--- config.mk ---
export PLATFORM = sky130hd
export DESIGN_NAME = pmc_ctrl
export DESIGN_NICKNAME = d
export VERILOG_FILES = /design/src/rtl/pmc_pkg.sv /design/src/rtl/pmc_ctrl.sv /design/src/rtl/pmc_sync.sv
export VERILOG_INCLUDE_DIRS = /design/src /design/src/rtl
export SDC_FILE = /design/constraint.sdc
export NUM_CORES = 1
export LEC_CHECK = 0
export BUFFER_PORTS_ARGS = -buffer_cell sky130_fd_sc_hd__buf_2
export CAP_MARGIN = 20
export CORE_ASPECT_RATIO = 0.7
export CORE_UTILIZATION = 55
export DETAILED_ROUTE_END_ITERATION = 12
export HOLD_SLACK_MARGIN = 0.05
export PLACE_DENSITY = 0.81
export SYNTH_ARGS = -nofsm -noshare
export SYNTH_HDL_FRONTEND = slang
export SYNTH_SLANG_ARGS = --single-unit
--- constraint.sdc ---
create_clock -name clock -period 5.82 [get_ports clock]
set_input_delay 0.582 -clock clock [delete_from_list [all_inputs] [get_ports clock]]
set_output_delay 0.582 -clock clock [all_outputs]
set_load 0.05 [all_outputs]
--- src/rtl/pmc_cfg.svh ---
`ifndef PMC_CFG_SVH
`define PMC_CFG_SVH
// clock period in ns
`define PMC_CLK_NS 20
// chip deselect to sleep request low, least, ns
`define PMC_T_CDZZ_NS 5
// sleep request low to write strobe low, least and most, ns
`define PMC_T_ZZWE_MIN_NS 10
`define PMC_T_ZZWE_MAX_NS 500
// register write cycle, least, ns (speed grade)
`define PMC_T_WC_NS 70
// deep sleep pulse width, least, us
`define PMC_T_ZZMIN_US 10
// recovery after sleep release, least, us
`define PMC_T_R_US 200
// derived cycle counts, least times round up
`define PMC_CDZZ_CYC ((`PMC_T_CDZZ_NS + `PMC_CLK_NS - 1) / `PMC_CLK_NS)
`define PMC_ZZWE_CYC ((`PMC_T_ZZWE_MIN_NS + `PMC_CLK_NS - 1) / `PMC_CLK_NS)
`define PMC_WC_CYC ((`PMC_T_WC_NS + `PMC_CLK_NS - 1) / `PMC_CLK_NS)
`define PMC_ZZMIN_CYC ((`PMC_T_ZZMIN_US * 1000 + `PMC_CLK_NS - 1) / `PMC_CLK_NS)
`define PMC_REC_CYC ((`PMC_T_R_US * 1000 + `PMC_CLK_NS - 1) / `PMC_CLK_NS)
// mode register field positions on the address pins
`define PMC_F_REGION_LO 0
`define PMC_F_SIZE_SEL 3
`define PMC_F_PWR_SEL 4
`define PMC_F_TEMP_LO 5
`define PMC_F_PAGE_EN 7
// power-up value of the mode word: deep sleep disabled
`define PMC_MODE_RESET 8'h10
`define PMC_CNT_W 14
`define PMC_CNT_ONE 14'h0001
`define PMC_CNT_ZERO 14'h0000
`endif

--- src/rtl/pmc_pkg.sv ---
package pmc_pkg;
  // sequencer states
  typedef enum logic [3:0] {
    PMC_IDLE, PMC_DESEL, PMC_ZZLOW, PMC_WRITE, PMC_WREND,
    PMC_SLEEP, PMC_SLEEPMIN, PMC_RECOVER
  } pmc_state_t;
  // kinds of order taken from the user port
  typedef enum logic [1:0] {
    PMC_CMD_SETMODE, PMC_CMD_SLEEP, PMC_CMD_WAKE, PMC_CMD_NONE
  } pmc_cmd_t;
endpackage

--- src/rtl/pmc_ctrl.sv ---
`timescale 1ns/1ns
`include "pmc_cfg.svh"
// Overview of operation
// - new region needs register rewrite first
// - host avoids deselected half in reduced size
// - deselect 5ns, strobe 10-500ns after sleep low
// - register write cycle at least grade time
// - hold sleep 10us, wait 200us after
module pmc_ctrl #(
  parameter int ADDR_W = 22,
  parameter int ZZMIN_CYC = `PMC_ZZMIN_CYC,
  parameter int REC_CYC = `PMC_REC_CYC
) (
  // one clock domain; reset is asynchronous, active low
  input wire logic clock,
  input wire logic arst_n,
  // user order port: one order at a time, taken with ready high
  input wire logic cmd_valid,
  input wire logic [1:0] cmd_kind,
  input wire logic [7:0] cmd_mode,
  output logic cmd_ready,
  output logic mem_ready,
  output logic [7:0] mode_shadow,
  output logic reduced_active,
  // device pins; every control idles high so the part sits deselected
  output logic chip_enable_n,
  output logic write_enable_n,
  output logic output_enable_n,
  output logic upper_byte_select_n,
  output logic lower_byte_select_n,
  output logic sleep_request_n,
  output logic [ADDR_W-1:0] addr,
  // sleep pin as seen back from the board, not yet synchronised
  input wire logic sleep_request_n_in
);
  // the controller is a single sequencer: it owns every pin, so no pin can
  // change outside the order that the update and sleep timings demand.
  // timing counts are rounded up from the least times, so every wait errs long.
  // trade-off: one shared down counter serves all waits, which keeps the area
  // small but means only one timed wait can run at a time.
  // limitation: only the update and sleep sequences are made, no array access.
  // all state lives in one packed struct, filled by one comb and one ff
  typedef struct packed {
    // sequencer position
    pmc_pkg::pmc_state_t st;
    // shared down counter for every timed wait
    logic [`PMC_CNT_W-1:0] cnt;
    // last mode word programmed into the part
    logic [7:0] mode;
    // chip enable pin, active low
    logic ce_n;
    // write strobe pin, active low
    logic we_n;
    // sleep request pin, active low
    logic zz_n;
    // user side may hand over an order
    logic rdy;
    // array may be accessed by the user
    logic mrdy;
    // reduced-size mode in force
    logic red;
    // address pins, carry the mode word
    logic [ADDR_W-1:0] a;
  } pmc_st_t;
  pmc_st_t s_r, s_nxt;
  logic zz_seen; // pin readback after synchroniser
  // the readback lags the pin by a few cycles; waits on it only ever lengthen

  // the pin readback lets us see the sleep level really reached the device
  pmc_sync u_sync (
    .clock(clock),
    .arst_n(arst_n),
    .din(sleep_request_n_in),
    .dout(zz_seen)
  );

  // sequencer
  // every branch starts from the held state, so unnamed fields other than rdy and cnt keep their value
  always_comb begin
    s_nxt = s_r;
    // ready is a one-cycle decision, made again in every state that grants it
    s_nxt.rdy = 1'b0;
    // the counter runs down on its own and rests at zero
    if (s_r.cnt != `PMC_CNT_ZERO) begin
      s_nxt.cnt = s_r.cnt - `PMC_CNT_ONE;
    end
    unique case (s_r.st)
      // idle: part awake at full or reduced size per the mode word, waiting for an order
      // ready is taken from the flop so an order is never taken twice
      pmc_pkg::PMC_IDLE: begin
        s_nxt.rdy = 1'b1;
        if (cmd_valid && s_r.rdy) begin
          s_nxt.rdy = 1'b0;
          s_nxt.mrdy = 1'b0;
          if (cmd_kind == pmc_pkg::PMC_CMD_SETMODE) begin
            // mode word drives address pins, later reused by every entry
            s_nxt.mode = cmd_mode;
            s_nxt.a = ADDR_W'(cmd_mode);
            s_nxt.ce_n = 1'b1; // deselect first
            s_nxt.cnt = `PMC_CNT_W'(`PMC_CDZZ_CYC);
            s_nxt.st = pmc_pkg::PMC_DESEL;
          end else if (cmd_kind == pmc_pkg::PMC_CMD_SLEEP) begin
            s_nxt.ce_n = 1'b1;
            s_nxt.cnt = `PMC_CNT_W'(`PMC_CDZZ_CYC);
            s_nxt.st = pmc_pkg::PMC_SLEEP;
          end else begin
            s_nxt.rdy = 1'b1;
            s_nxt.mrdy = s_r.mrdy;
          end
        end
      end
      // chip held deselected before the sleep pin may fall
      pmc_pkg::PMC_DESEL: begin
        if (s_r.cnt == `PMC_CNT_ZERO) begin
          s_nxt.zz_n = 1'b0;
          s_nxt.cnt = `PMC_CNT_W'(`PMC_ZZWE_CYC);
          s_nxt.st = pmc_pkg::PMC_ZZLOW;
        end
      end
      pmc_pkg::PMC_ZZLOW: begin
        // least wait is one cycle, far inside the 500ns ceiling
        if (s_r.cnt == `PMC_CNT_ZERO) begin
          s_nxt.ce_n = 1'b0;
          s_nxt.we_n = 1'b0;
          s_nxt.cnt = `PMC_CNT_W'(`PMC_WC_CYC);
          s_nxt.st = pmc_pkg::PMC_WRITE;
        end
      end
      pmc_pkg::PMC_WRITE: begin
        // strobe held for the whole grade cycle time
        if (s_r.cnt == `PMC_CNT_ZERO) begin
          s_nxt.we_n = 1'b1;
          s_nxt.ce_n = 1'b1;
          s_nxt.st = pmc_pkg::PMC_WREND;
        end
      end
      pmc_pkg::PMC_WREND: begin
        // release sleep; reduced size takes hold on this rising edge
        s_nxt.zz_n = 1'b1;
        s_nxt.red = s_r.mode[`PMC_F_SIZE_SEL] & s_r.mode[`PMC_F_PWR_SEL];
        s_nxt.mrdy = 1'b1;
        s_nxt.st = pmc_pkg::PMC_IDLE;
      end
      // deselect first, then drop the sleep pin for the long pulse
      pmc_pkg::PMC_SLEEP: begin
        if (s_r.cnt == `PMC_CNT_ZERO) begin
          s_nxt.zz_n = 1'b0;
          s_nxt.cnt = `PMC_CNT_W'(ZZMIN_CYC);
          s_nxt.st = pmc_pkg::PMC_SLEEPMIN;
        end
      end
      pmc_pkg::PMC_SLEEPMIN: begin
        // wake only after the least pulse and once the pin is seen low
        // orders other than wake are taken with ready high but ignored here
        s_nxt.rdy = (s_r.cnt == `PMC_CNT_ZERO) && !zz_seen;
        if (cmd_valid && s_r.rdy && cmd_kind == pmc_pkg::PMC_CMD_WAKE) begin
          s_nxt.rdy = 1'b0;
          s_nxt.zz_n = 1'b1; // full refresh resumes
          s_nxt.cnt = `PMC_CNT_W'(REC_CYC);
          s_nxt.st = pmc_pkg::PMC_RECOVER;
        end
      end
      pmc_pkg::PMC_RECOVER: begin
        // after deep sleep data is lost; hold off access for recovery
        // the readback must show the pin high again before access is granted
        if (s_r.cnt == `PMC_CNT_ZERO && zz_seen) begin
          s_nxt.red = s_r.mode[`PMC_F_SIZE_SEL] & s_r.mode[`PMC_F_PWR_SEL];
          s_nxt.mrdy = 1'b1;
          s_nxt.st = pmc_pkg::PMC_IDLE;
        end
      end
      // unused state codes fall back to idle
      default: begin
        s_nxt.st = pmc_pkg::PMC_IDLE;
      end
    endcase
  end

  // state register; mode shadow powers up with deep sleep disabled
  // the reset branch holds constants only; control pins idle high, so the part
  // stays deselected and awake while reset is held
  always_ff @(posedge clock or negedge arst_n) begin
    if (!arst_n) begin
      s_r <= '{st: pmc_pkg::PMC_IDLE, cnt: `PMC_CNT_ZERO, mode: `PMC_MODE_RESET,
               ce_n: 1'b1, we_n: 1'b1, zz_n: 1'b1, rdy: 1'b0, mrdy: 1'b1,
               red: 1'b0, a: '0};
    end else begin
      s_r <= s_nxt;
    end
  end

  // all outputs come straight from the state flops; byte lanes and OE copy chip enable
  // OE and the byte lanes are ignored by the part during the update, so
  // they simply follow chip enable and never glitch on their own
  // no output is combinational, so board timing sees flop-clean edges
  assign cmd_ready = s_r.rdy;
  assign mem_ready = s_r.mrdy;
  assign mode_shadow = s_r.mode;
  assign reduced_active = s_r.red;
  assign chip_enable_n = s_r.ce_n;
  assign write_enable_n = s_r.we_n;
  assign output_enable_n = s_r.ce_n;
  assign upper_byte_select_n = s_r.ce_n;
  assign lower_byte_select_n = s_r.ce_n;
  assign sleep_request_n = s_r.zz_n;
  assign addr = s_r.a;
endmodule // pmc_ctrl

--- src/rtl/pmc_sync.sv ---
`timescale 1ns/1ns
// three-stage synchroniser; output moves once stages one and two agree
module pmc_sync (
  input wire logic clock,
  input wire logic arst_n,
  input wire logic din,
  output logic dout
);
  typedef struct packed {
    logic [2:0] sh;
    logic q;
  } pmc_sync_st_t;
  pmc_sync_st_t s_r, s_nxt;

  // stage 0 is read only by stage 1
  always_comb begin
    s_nxt = s_r;
    s_nxt.sh = {s_r.sh[1:0], din};
    if (s_r.sh[1] == s_r.sh[2]) begin
      s_nxt.q = s_r.sh[2];
    end
  end

  // resets high: sleep request idles deasserted
  always_ff @(posedge clock or negedge arst_n) begin
    if (!arst_n) begin
      s_r <= '{sh: 3'h7, q: 1'b1};
    end else begin
      s_r <= s_nxt;
    end
  end

  assign dout = s_r.q;
endmodule // pmc_sync

==> results.yml, run 1 <==
job:
  drv_cap: 0
synthesis:
  synth.distinct_cells: 64
  ys_ff_latch: 36
  seq_area_frac_synth_pct: 40.2
  synth_edf_count: 0
  syn_area_sq_um: 2270
  synth_warnings: 0
  ys_async_sr_fraction_pct: 100
  syn_area_per_cell_sq_um: 10.4
  syn_inst: 219
  synth_flop_cell: "dfrtp_1"
timing:
  setup-tns-final_ps: 0
  timing.fmax_mhz: 380
  final.period_utilization_pct: 45.2
  max_slew_margin_pct: 49.6
  setup_ws_ps: 3190
  skew_ps: 5.61
  worst_slew_pin_slew_ps: 757
  fin_crit_ps: 2630
  rsz0062_at_grt: "false"
  whs_ps: 352
  slew_violations: 0
  setup_viol: 0
  hold_viol: 0
floorplanning:
  die_height_um: 55.7
  core-area_sq_um: 3950
  pin_count: 53
  die_w_um: 78.8
  initial_core_util_pct: 57.5
  die_area_sq_um: 4390
  row_count: 19
cells_and_area:
  drive_gt1_share_pct: 30.2
  utilization_pct: 60.4
  stdcell_count: 287
  multi_input_area_sq_um: 1070
  final_common_cell: "buf_2"
  diodes: 0
  fin_area_sq_um: 2380
  fillers: 332
  area_growth_pct: 5.02
  fin_nets: 252
  seq_area_sq_um: 912
  layout_common_cells: "buf_2, dfrtp_1, conb_1"
placed_design:
  port_buffers: 38
  placedCellCount: 279
  dpl.hpwl_um: 3200
  gp_congestion: 0.834
  dpl_cell_area_sq_um: 2270
  pre_cts_ws_ps: 3260
clock_tree:
  htreeDepth: 2
  post_cts_resized: 0
  clkLatencyLatePin_ps: 300
  cts.sinks: 36
  cts-root-buf: "clkbuf_8"
  path_clk_slew_ps: 80
  numCtsBuffers: 5
  cts_tree: "done"
  cts_setup_buffers: 0
  hold_buffers: 0
  clockBufferDepth: 2
setup_path:
  critPathTopFamily: "simple AND/OR/NAND/NOR gates"
  cp_slowest_stage_delay_ps: 450
  crit_arrival_ps: 2790
  crit_required_ps: 5980
  worst_setup_path_end_kind: "flop"
  critPathSlowestCell: "dfrtp_1"
  critPathLaunchType: "flop"
  worstPathCellList: "inv_1 -> ha_1 -> nor4b_4 -> and4_4 -> inv_2 -> ha_1 -> inv_1 -> a32oi_1 -> o32a_1 -> o21ai_1"
  worst-path-buf-inv: 3
  crit_fanout: 19
  critical_path_class: "reg2reg"
drt:
  routed_via_density: 5.88
  postRouteWirelength_um: 4450
  drc: 0
  drtPass1Iterations: 4
  ant_nets: 0
  wire_per_inst_um: 15.5
  drtIter0Drc: 253
  num_vias: 1688
global_routing:
  grt_pass1_wl_um: 7500
  grt-ovfl-total: 0
  antenna_found_initial: 0
  grt_use_total_pct: 22.4
  grt_max_degree: 37
  grt_pass1_vias: 1526
power:
  leakage_nw: 1.04
  finalPower_mw: 1.40
  powerDensity_nw_per_um2: 585
  irDropWorstVdd_v: 0.000312
run_status:
  status: "finished, final reports clean"
worst_hold_path:
  hp-class: "in2async"
[Yosys cell counts (2+ instances only)]
cell type  number  area (sq um)
buf_4          33           248
dfrtp_1        27           676
dfstp_2         9           236
mux2_1          9           101
nand3_1         9          45.0
o21ai_1         9          45.0
nand2_1         8          30.0
nor2_1          8          30.0
a21oi_1         5          25.0
a211oi_1        4          30.0
a31oi_1         4          25.0
ha_1            4          50.1
inv_1           4          15.0
nand4_1         4          25.0
nor3_1          4          20.0
a22oi_1         3          22.5
a32oi_1         3          26.3
buf_2           3          15.0
clkbuf_1        3          11.3
inv_2           3          11.3
mux2i_1         3          30.0
nand3b_1        3          22.5
o21ai_0         3          15.0
xor2_1          3          26.3
a21boi_0        2          15.0
a2bb2oi_1       2          17.5
a311oi_1        2          17.5
buf_6           2          22.5
nand2b_1        2          12.5
nand4b_1        2          17.5
nor2b_1         2          12.5
nor3b_1         2          15.0
nor4_4          2          42.5
o31ai_1         2          15.0
or2_2           2          12.5
[layer usage]
metal  track usage (%)  vias up  part of all wire, %
li1                  -      791                    -
met5                 0        -                    0
met3              4.75        9                  8.1
met1              32.9      805                   46
met2              31.9       83                   44
met4              9.52        0                  1.5
[registers in the layout (all words and copies together), names as in the netlist]
name / flops
s_r: 17
mode_shadow: 8
u_sync.s_nxt: 2
addr: 1
chip_enable_n: 1
cmd_ready: 1
mem_ready: 1
reduced_active: 1
sleep_request_n: 1
u_sync.dout: 1
u_sync.s_r: 1
write_enable_n: 1
[final cells by class]
class                           count  area share (%)
Clock inverter                      3            1.94
Clock buffer                        5            2.89
Tap cell                           52            2.73
Timing Repair Buffer               38            7.98
Multi-Input combinational cell    146            45.1
Sequential cell                    36            38.3
Inverter                            7            1.10
[report_power, final]
| part | switching [mW] | leakage, nW | internal, mW | total [mW] |
|---|---|---|---|---|
| sequential | 0.144 | 0.437 | 0.350 | 0.494 |
| clock | 0.0963 | 0.0548 | 0.129 | 0.225 |
| combinational | 0.455 | 0.551 | 0.221 | 0.676 |
| total | 0.695 | 1.04 | 0.700 | 1.40 |
[worst reg2reg max path, cell delays in order (launching register included)]
cell	delay [ps]
dfrtp_1	450
inv_1	130
ha_1	160
nor4b_4	340
and4_4	410
inv_2	190
ha_1	350
inv_1	40
a32oi_1	180
o32a_1	170
o21ai_1	60
[worst paths after layout]
path	from	end	slack (ps)	depth (start not counted)
max reg2reg	s_r[36]	s_r[36]	3190	10
min reg2reg	u_sync.s_nxt[2]	u_sync.s_nxt[3]	360	0
min	arst_n	s_r[45]	350	1
max in group asynchronous	arst_n	s_r[43]	4980	1
max	s_r[36]	s_r[36]	3190	10
min in group clock	u_sync.s_nxt[2]	u_sync.s_nxt[3]	360	0
[logic make-up after synthesis]
kind of cell	share of synthesized area (%)
buf+inv	14.6
simple gates	19.0
xor+xnor	1.16
fa+ha+maj	2.65
flops	40.2
mux	6.28
other cells	0.165
compound gates	16.0
(Power assumes the default switching activity.)
==> inputs of run 2 (changes only) <==
--- a/config.mk
+++ b/config.mk
@@ -9,10 +9,10 @@
 export BUFFER_PORTS_ARGS = -buffer_cell sky130_fd_sc_hd__buf_2
 export CAP_MARGIN = 20
 export CORE_ASPECT_RATIO = 0.7
-export CORE_UTILIZATION = 55
+export CORE_UTILIZATION = 54
 export DETAILED_ROUTE_END_ITERATION = 12
 export HOLD_SLACK_MARGIN = 0.05
-export PLACE_DENSITY = 0.81
+export PLACE_DENSITY = 0.8
 export SYNTH_ARGS = -nofsm -noshare
 export SYNTH_HDL_FRONTEND = slang
 export SYNTH_SLANG_ARGS = --single-unit
==> constraint.sdc (replaced) <==
create_clock -name clock -period 2.5 [get_ports clock]
set_input_delay 0.25 -clock clock [delete_from_list [all_inputs] [get_ports clock]]
set_output_delay 0.25 -clock clock [all_outputs]
set_load 0.05 [all_outputs]
==> run 2 against run 1 <==
Effect of this change:
- fmax increased by 15%
- via count grew 5.4%
- hold slack lost 320 ps
- wire length rose by 8.3%
- critical endpoint unchanged
- clock skew is 0.81 ps higher
==> results.yml, run 2 (synthesized netlist as in run 1, its figures left out) <==
run_status:
  status: "finished, final reports clean"
floorplanning:
  die_w_um: 79.5
  die_area_sq_um: 4470
  core-area_sq_um: 3970
  initial_core_util_pct: 57.2
  pin_count: 53
  row_count: 19
  die_height_um: 56.2
clock_tree:
  hold_buffers: 0
  htreeDepth: 2
  post_cts_resized: 0
  cts_tree: "done"
  cts.sinks: 36
  clockBufferDepth: 2
  cts-root-buf: "clkbuf_8"
  cts_setup_buffers: 0
  numCtsBuffers: 5
  path_clk_slew_ps: 80
  clkLatencyLatePin_ps: 290
cells_and_area:
  final_common_cell: "buf_2"
  area_growth_pct: 7.55
  diodes: 0
  layout_common_cells: "buf_2, dfrtp_1, conb_1"
  fin_nets: 263
  largest_reg_flops: 17
  top_register: "s_r"
  drive_gt1_share_pct: 32.9
placed_design:
  gp_congestion: 0.910
  dpl.hpwl_um: 3580
  pre_cts_ws_ps: 252
  port_buffers: 38
timing:
  worst_slew_pin_slew_ps: 768
  hold_viol: 0
  setup-tns-final_ps: 0
  skew_ps: 6.42
  max_slew_margin_pct: 48.8
  setup_viol: 0
  fin_crit_ps: 2290
  slew_violations: 0
  rsz0062_at_grt: "false"
  final.period_utilization_pct: 91.7
  timing.fmax_mhz: 436
  whs_ps: 30.8
  setup_ws_ps: 207
drt:
  routed_via_density: 5.97
  postRouteWirelength_um: 4820
  drtPass1Iterations: 4
  wire_per_inst_um: 16.2
  drtIter0Drc: 187
  top_layer_used: "met4"
  ant_nets: 0
  met2_length_um: 2070
  wl_met3_um: 530
  wl_met1_um: 2180
  num_vias: 1779
  drc: 0
power:
  irDropWorstVdd_v: 0.000861
  leakage_nw: 1.09
  powerDensity_nw_per_um2: 1330
global_routing:
  grt_max_degree: 37
  grt_pass1_wl_um: 7870
  grt_pass1_vias: 1566
  grt-ovfl-total: 0
  grt_use_total_pct: 23.5
  antenna_found_initial: 0
setup_path:
  crit_required_ps: 2670
  critPathSlowestCell: "dfrtp_1"
  crit_arrival_ps: 2460
  critPathLaunchType: "flop"
  worst_setup_path_end_kind: "flop"
  crit_fanout: 6
  worstPathCellList: "inv_1 -> ha_1 -> nor4b_4 -> and4_4 -> inv_2 -> ha_1 -> inv_1 -> a32oi_1 -> o32a_1 -> o21ai_1"
  critical_path_class: "reg2reg"
  cp_slowest_stage_delay_ps: 450
job:
  drv_cap: 0
worst_hold_path:
  hp-class: "in2async"
-- run 2: cell type report --
class | instances | area [sq um]
fillers | 340 | 1530
multi-input cells | 146 | 1070
flip-flops and latches | 36 | 912
repair buffers | 49 | 275
clock buffers | 5 | 68.8
well taps | 52 | 65.1
inverters | 7 | 26.3
clock inverters | 3 | 18.8
-- run 2: per-stage QoR --
step	total power, mW	std cells	util, %	cell area, sq um
floorplan	2.55	232	-	2320
global placement	2.78	289	59.0	2340
detailed placement	2.82	289	59.0	2340
CTS	3.23	297	61.2	2430
global route	3.42	298	61.5	2440
finish	3.25	298	61.5	2440
-- run 2: layer usage --
layer / up-vias / track usage (%)
met5: - / 0
met4: 0 / 5.19
met3: 5 / 9.84
met2: 87 / 31.4
met1: 871 / 35.0
li1: 816 / -
-- run 2: report_power, final --
group | internal, mW | switching, mW
clock network | 0.194 | 0.213
registers | 0.816 | 0.279
logic | 0.586 | 1.16
total | 1.60 | 1.65
-- run 2: worst paths after layout --
path                            startpoint               to  slack, ps  depth (start not counted)
min in group clock             cmd_mode[1]   mode_shadow[1]        180                          2
min                                 arst_n          s_r[45]         30                          1
min reg2reg                u_sync.s_nxt[2]  u_sync.s_nxt[3]        360                          0
max in group asynchronous           arst_n   mode_shadow[0]       1980                          1
max                                s_r[36]          s_r[36]        210                         10
max reg2reg                        s_r[36]          s_r[36]        210                         10
-- run 2: critical path, delay by kind of cell, from the launching register on --
kind | cells | cell delay (ps)
buf+inv | 3 | 250
flops | 1 | 450
simple gates | 2 | 600
compound gates | 3 | 390
fa+ha+maj | 2 | 480
==> inputs of run 3 (changes only) <==
--- a/config.mk
+++ b/config.mk
@@ -13,6 +13,7 @@
 export DETAILED_ROUTE_END_ITERATION = 12
 export HOLD_SLACK_MARGIN = 0.05
 export PLACE_DENSITY = 0.8
+export REMOVE_ABC_BUFFERS = 1
 export SYNTH_ARGS = -nofsm -noshare
 export SYNTH_HDL_FRONTEND = slang
 export SYNTH_SLANG_ARGS = --single-unit
==> run 3 against run 2 <==
Effect of this change:
- die area unchanged
- fmax decreased by 4.7%
- critical path type unchanged
- register-to-register slack got worse by 110 ps
- clock power hardly changed
- final cell count up 0.67%
- largest cell class unchanged
==> results.yml, run 3 (synthesized netlist as in run 1, its figures left out) <==
cells_and_area:
  area_growth_pct: 8.21
  layout_common_cells: "buf_2, dfrtp_1, conb_1"
  drive_gt1_share_pct: 33.5
  top_register: "s_r"
  diodes: 0
  fin_area_sq_um: 2460
  fin_nets: 265
  largest_reg_flops: 17
  final_common_cell: "buf_2"
setup_path:
  crit_required_ps: 2680
  r2r_cells: 10
  r2r_slack_ps: 90
  crit_fanout: 7
  critical_path_class: "reg2reg"
  r2r_start: "s_r[36]"
  crit_arrival_ps: 2590
  worst_setup_path_end_kind: "flop"
  critPathLaunchType: "flop"
  reg2reg_to: "s_r[36]"
global_routing:
  grt_pass1_wl_um: 7800
  antenna_found_initial: 0
  grt-ovfl-total: 0
  top_usage_layer: "met1"
  grt_max_degree: 37
  grtUsageMet2_pct: 30.6
  grt_use_total_pct: 23.2
  grt_pass1_vias: 1583
  use_met1_pct: 35.3
  globalRouteMet3Util_pct: 6.23
run_status:
  status: "finished, final reports clean"
power:
  pwr-share-comb_pct: 54.4
  leakage_nw: 1.10
  powerDensity_nw_per_um2: 1320
  power.share.switching_pct: 50.6
  p_clk_share_pct: 12.6
  seq_power_share_pct: 33.0
  switchingPower_mw: 1.64
  irDropWorstVdd_v: 0.000952
  finalPower_mw: 3.24
  p_int_mw: 1.60
clock_tree:
  path_clk_slew_ps: 70
  cts.sinks: 36
  cts_tree: "done"
  clkLatencyLatePin_ps: 290
  numCtsBuffers: 5
  htreeDepth: 2
  post_cts_resized: 0
  cts-root-buf: "clkbuf_8"
  clockBufferDepth: 2
timing:
  worst_slew_pin_slew_ps: 764
  hold_viol: 0
  rsz0062_at_grt: "false"
  timing.fmax_mhz: 415
  fin_crit_ps: 2410
  max_slew_margin_pct: 49.1
  slew_violations: 0
  setup_viol: 0
  whs_ps: 27.1
  setup-tns-final_ps: 0
  final.period_utilization_pct: 96.3
  skew_ps: 3.95
worst_hold_path:
  hp-class: "in2async"
placed_design:
  port_buffers: 38
  dpl_cell_area_sq_um: 2340
  gp_congestion: 0.909
  dpl.hpwl_um: 3540
floorplanning:
  pin_count: 53
  die_height_um: 56.2
  die_w_um: 79.5
  row_count: 19
  core-area_sq_um: 3970
  initial_core_util_pct: 57.2
  die_area_sq_um: 4470
drt:
  wire_per_inst_um: 15.9
  routed_via_density: 5.84
  num_vias: 1752
  ant_nets: 0
  drtIter0Drc: 157
  postRouteWirelength_um: 4770
  drc: 0
  drtPass1Iterations: 4
job:
  drv_cap: 0
[run 3: cell types whose count changed in the layout (fill, tap and decap cells not counted)]
| cell | delta |
|---|---|
| buf_4 | +2 |
[run 3: power groups by stage]
| stage | registers [mW] | logic [mW] | clock network [mW] |
|---|---|---|---|
| 5_1_grt | 1.10 | 1.87 | 0.444 |
| 3_3_place_gp | 1.06 | 1.71 | 0 |
| 2_1_floorplan | 1.58 | 0.747 | 0 |
| 3_5_place_dp | 1.07 | 1.74 | 0 |
| 6_report | 1.07 | 1.76 | 0.408 |
| 4_1_cts | 1.06 | 1.75 | 0.414 |
[run 3: area by class of cell]
cell class                 instances  area (sq um)
tap                               52          65.1
multi-input combinational        146          1070
clock inverter                     3          18.8
fill                             312          1510
timing repair buffer              51           290
sequential                        36           912
clock buffer                       5          68.8
inverter                           7          26.3
[run 3: timing repair]
action | in CTS | in global routing
hold endpoints to repair | 1 | 0
buffers inserted | 0 | 2
hold buffers | 1 | 0
setup endpoints to repair | 0 | 1
[run 3: stage by stage]
step | utilization (%) | setup slack [ps] | instances
after floorplan | - | 242 | 189
after global placement | 59.0 | 217 | 289
after detailed placement | 59.0 | 97.2 | 289
after CTS | 61.5 | 51.5 | 298
after global routing | 61.9 | 12.2 | 300
final | 61.9 | 93.0 | 300
[run 3: per-layer routing]
| metal | vias up | part of all wire, % |
|---|---|---|
| met3 | 10 | 7.0 |
| met4 | 0 | 1.9 |
| met1 | 845 | 49 |
| li1 | 823 | - |
| met5 | - | 0 |
| met2 | 74 | 42 |
[run 3: worst max path at each step]
stage / start / endpoint / slack (ps) / depth (start not counted)
6_report: s_r[36] / s_r[36] / 90 / 10
5_1_grt: s_r[36] / s_r[36] / 10 / 10
4_1_cts: s_r[36] / s_r[36] / 50 / 10
3_5_place_dp: s_r[36] / s_r[36] / 100 / 10
3_3_place_gp: s_r[36] / s_r[36] / 220 / 10
2_1_floorplan: s_r[36] / s_r[36] / 240 / 10
[run 3: worst max-delay path, stage by stage, from the launching register on]
cell	delay, ps
dfrtp_1	440
inv_1	140
ha_1	160
nor4b_4	350
and4_4	350
inv_2	70
ha_1	290
inv_1	50
a32oi_1	210
o32a_1	170
o21ai_1	50
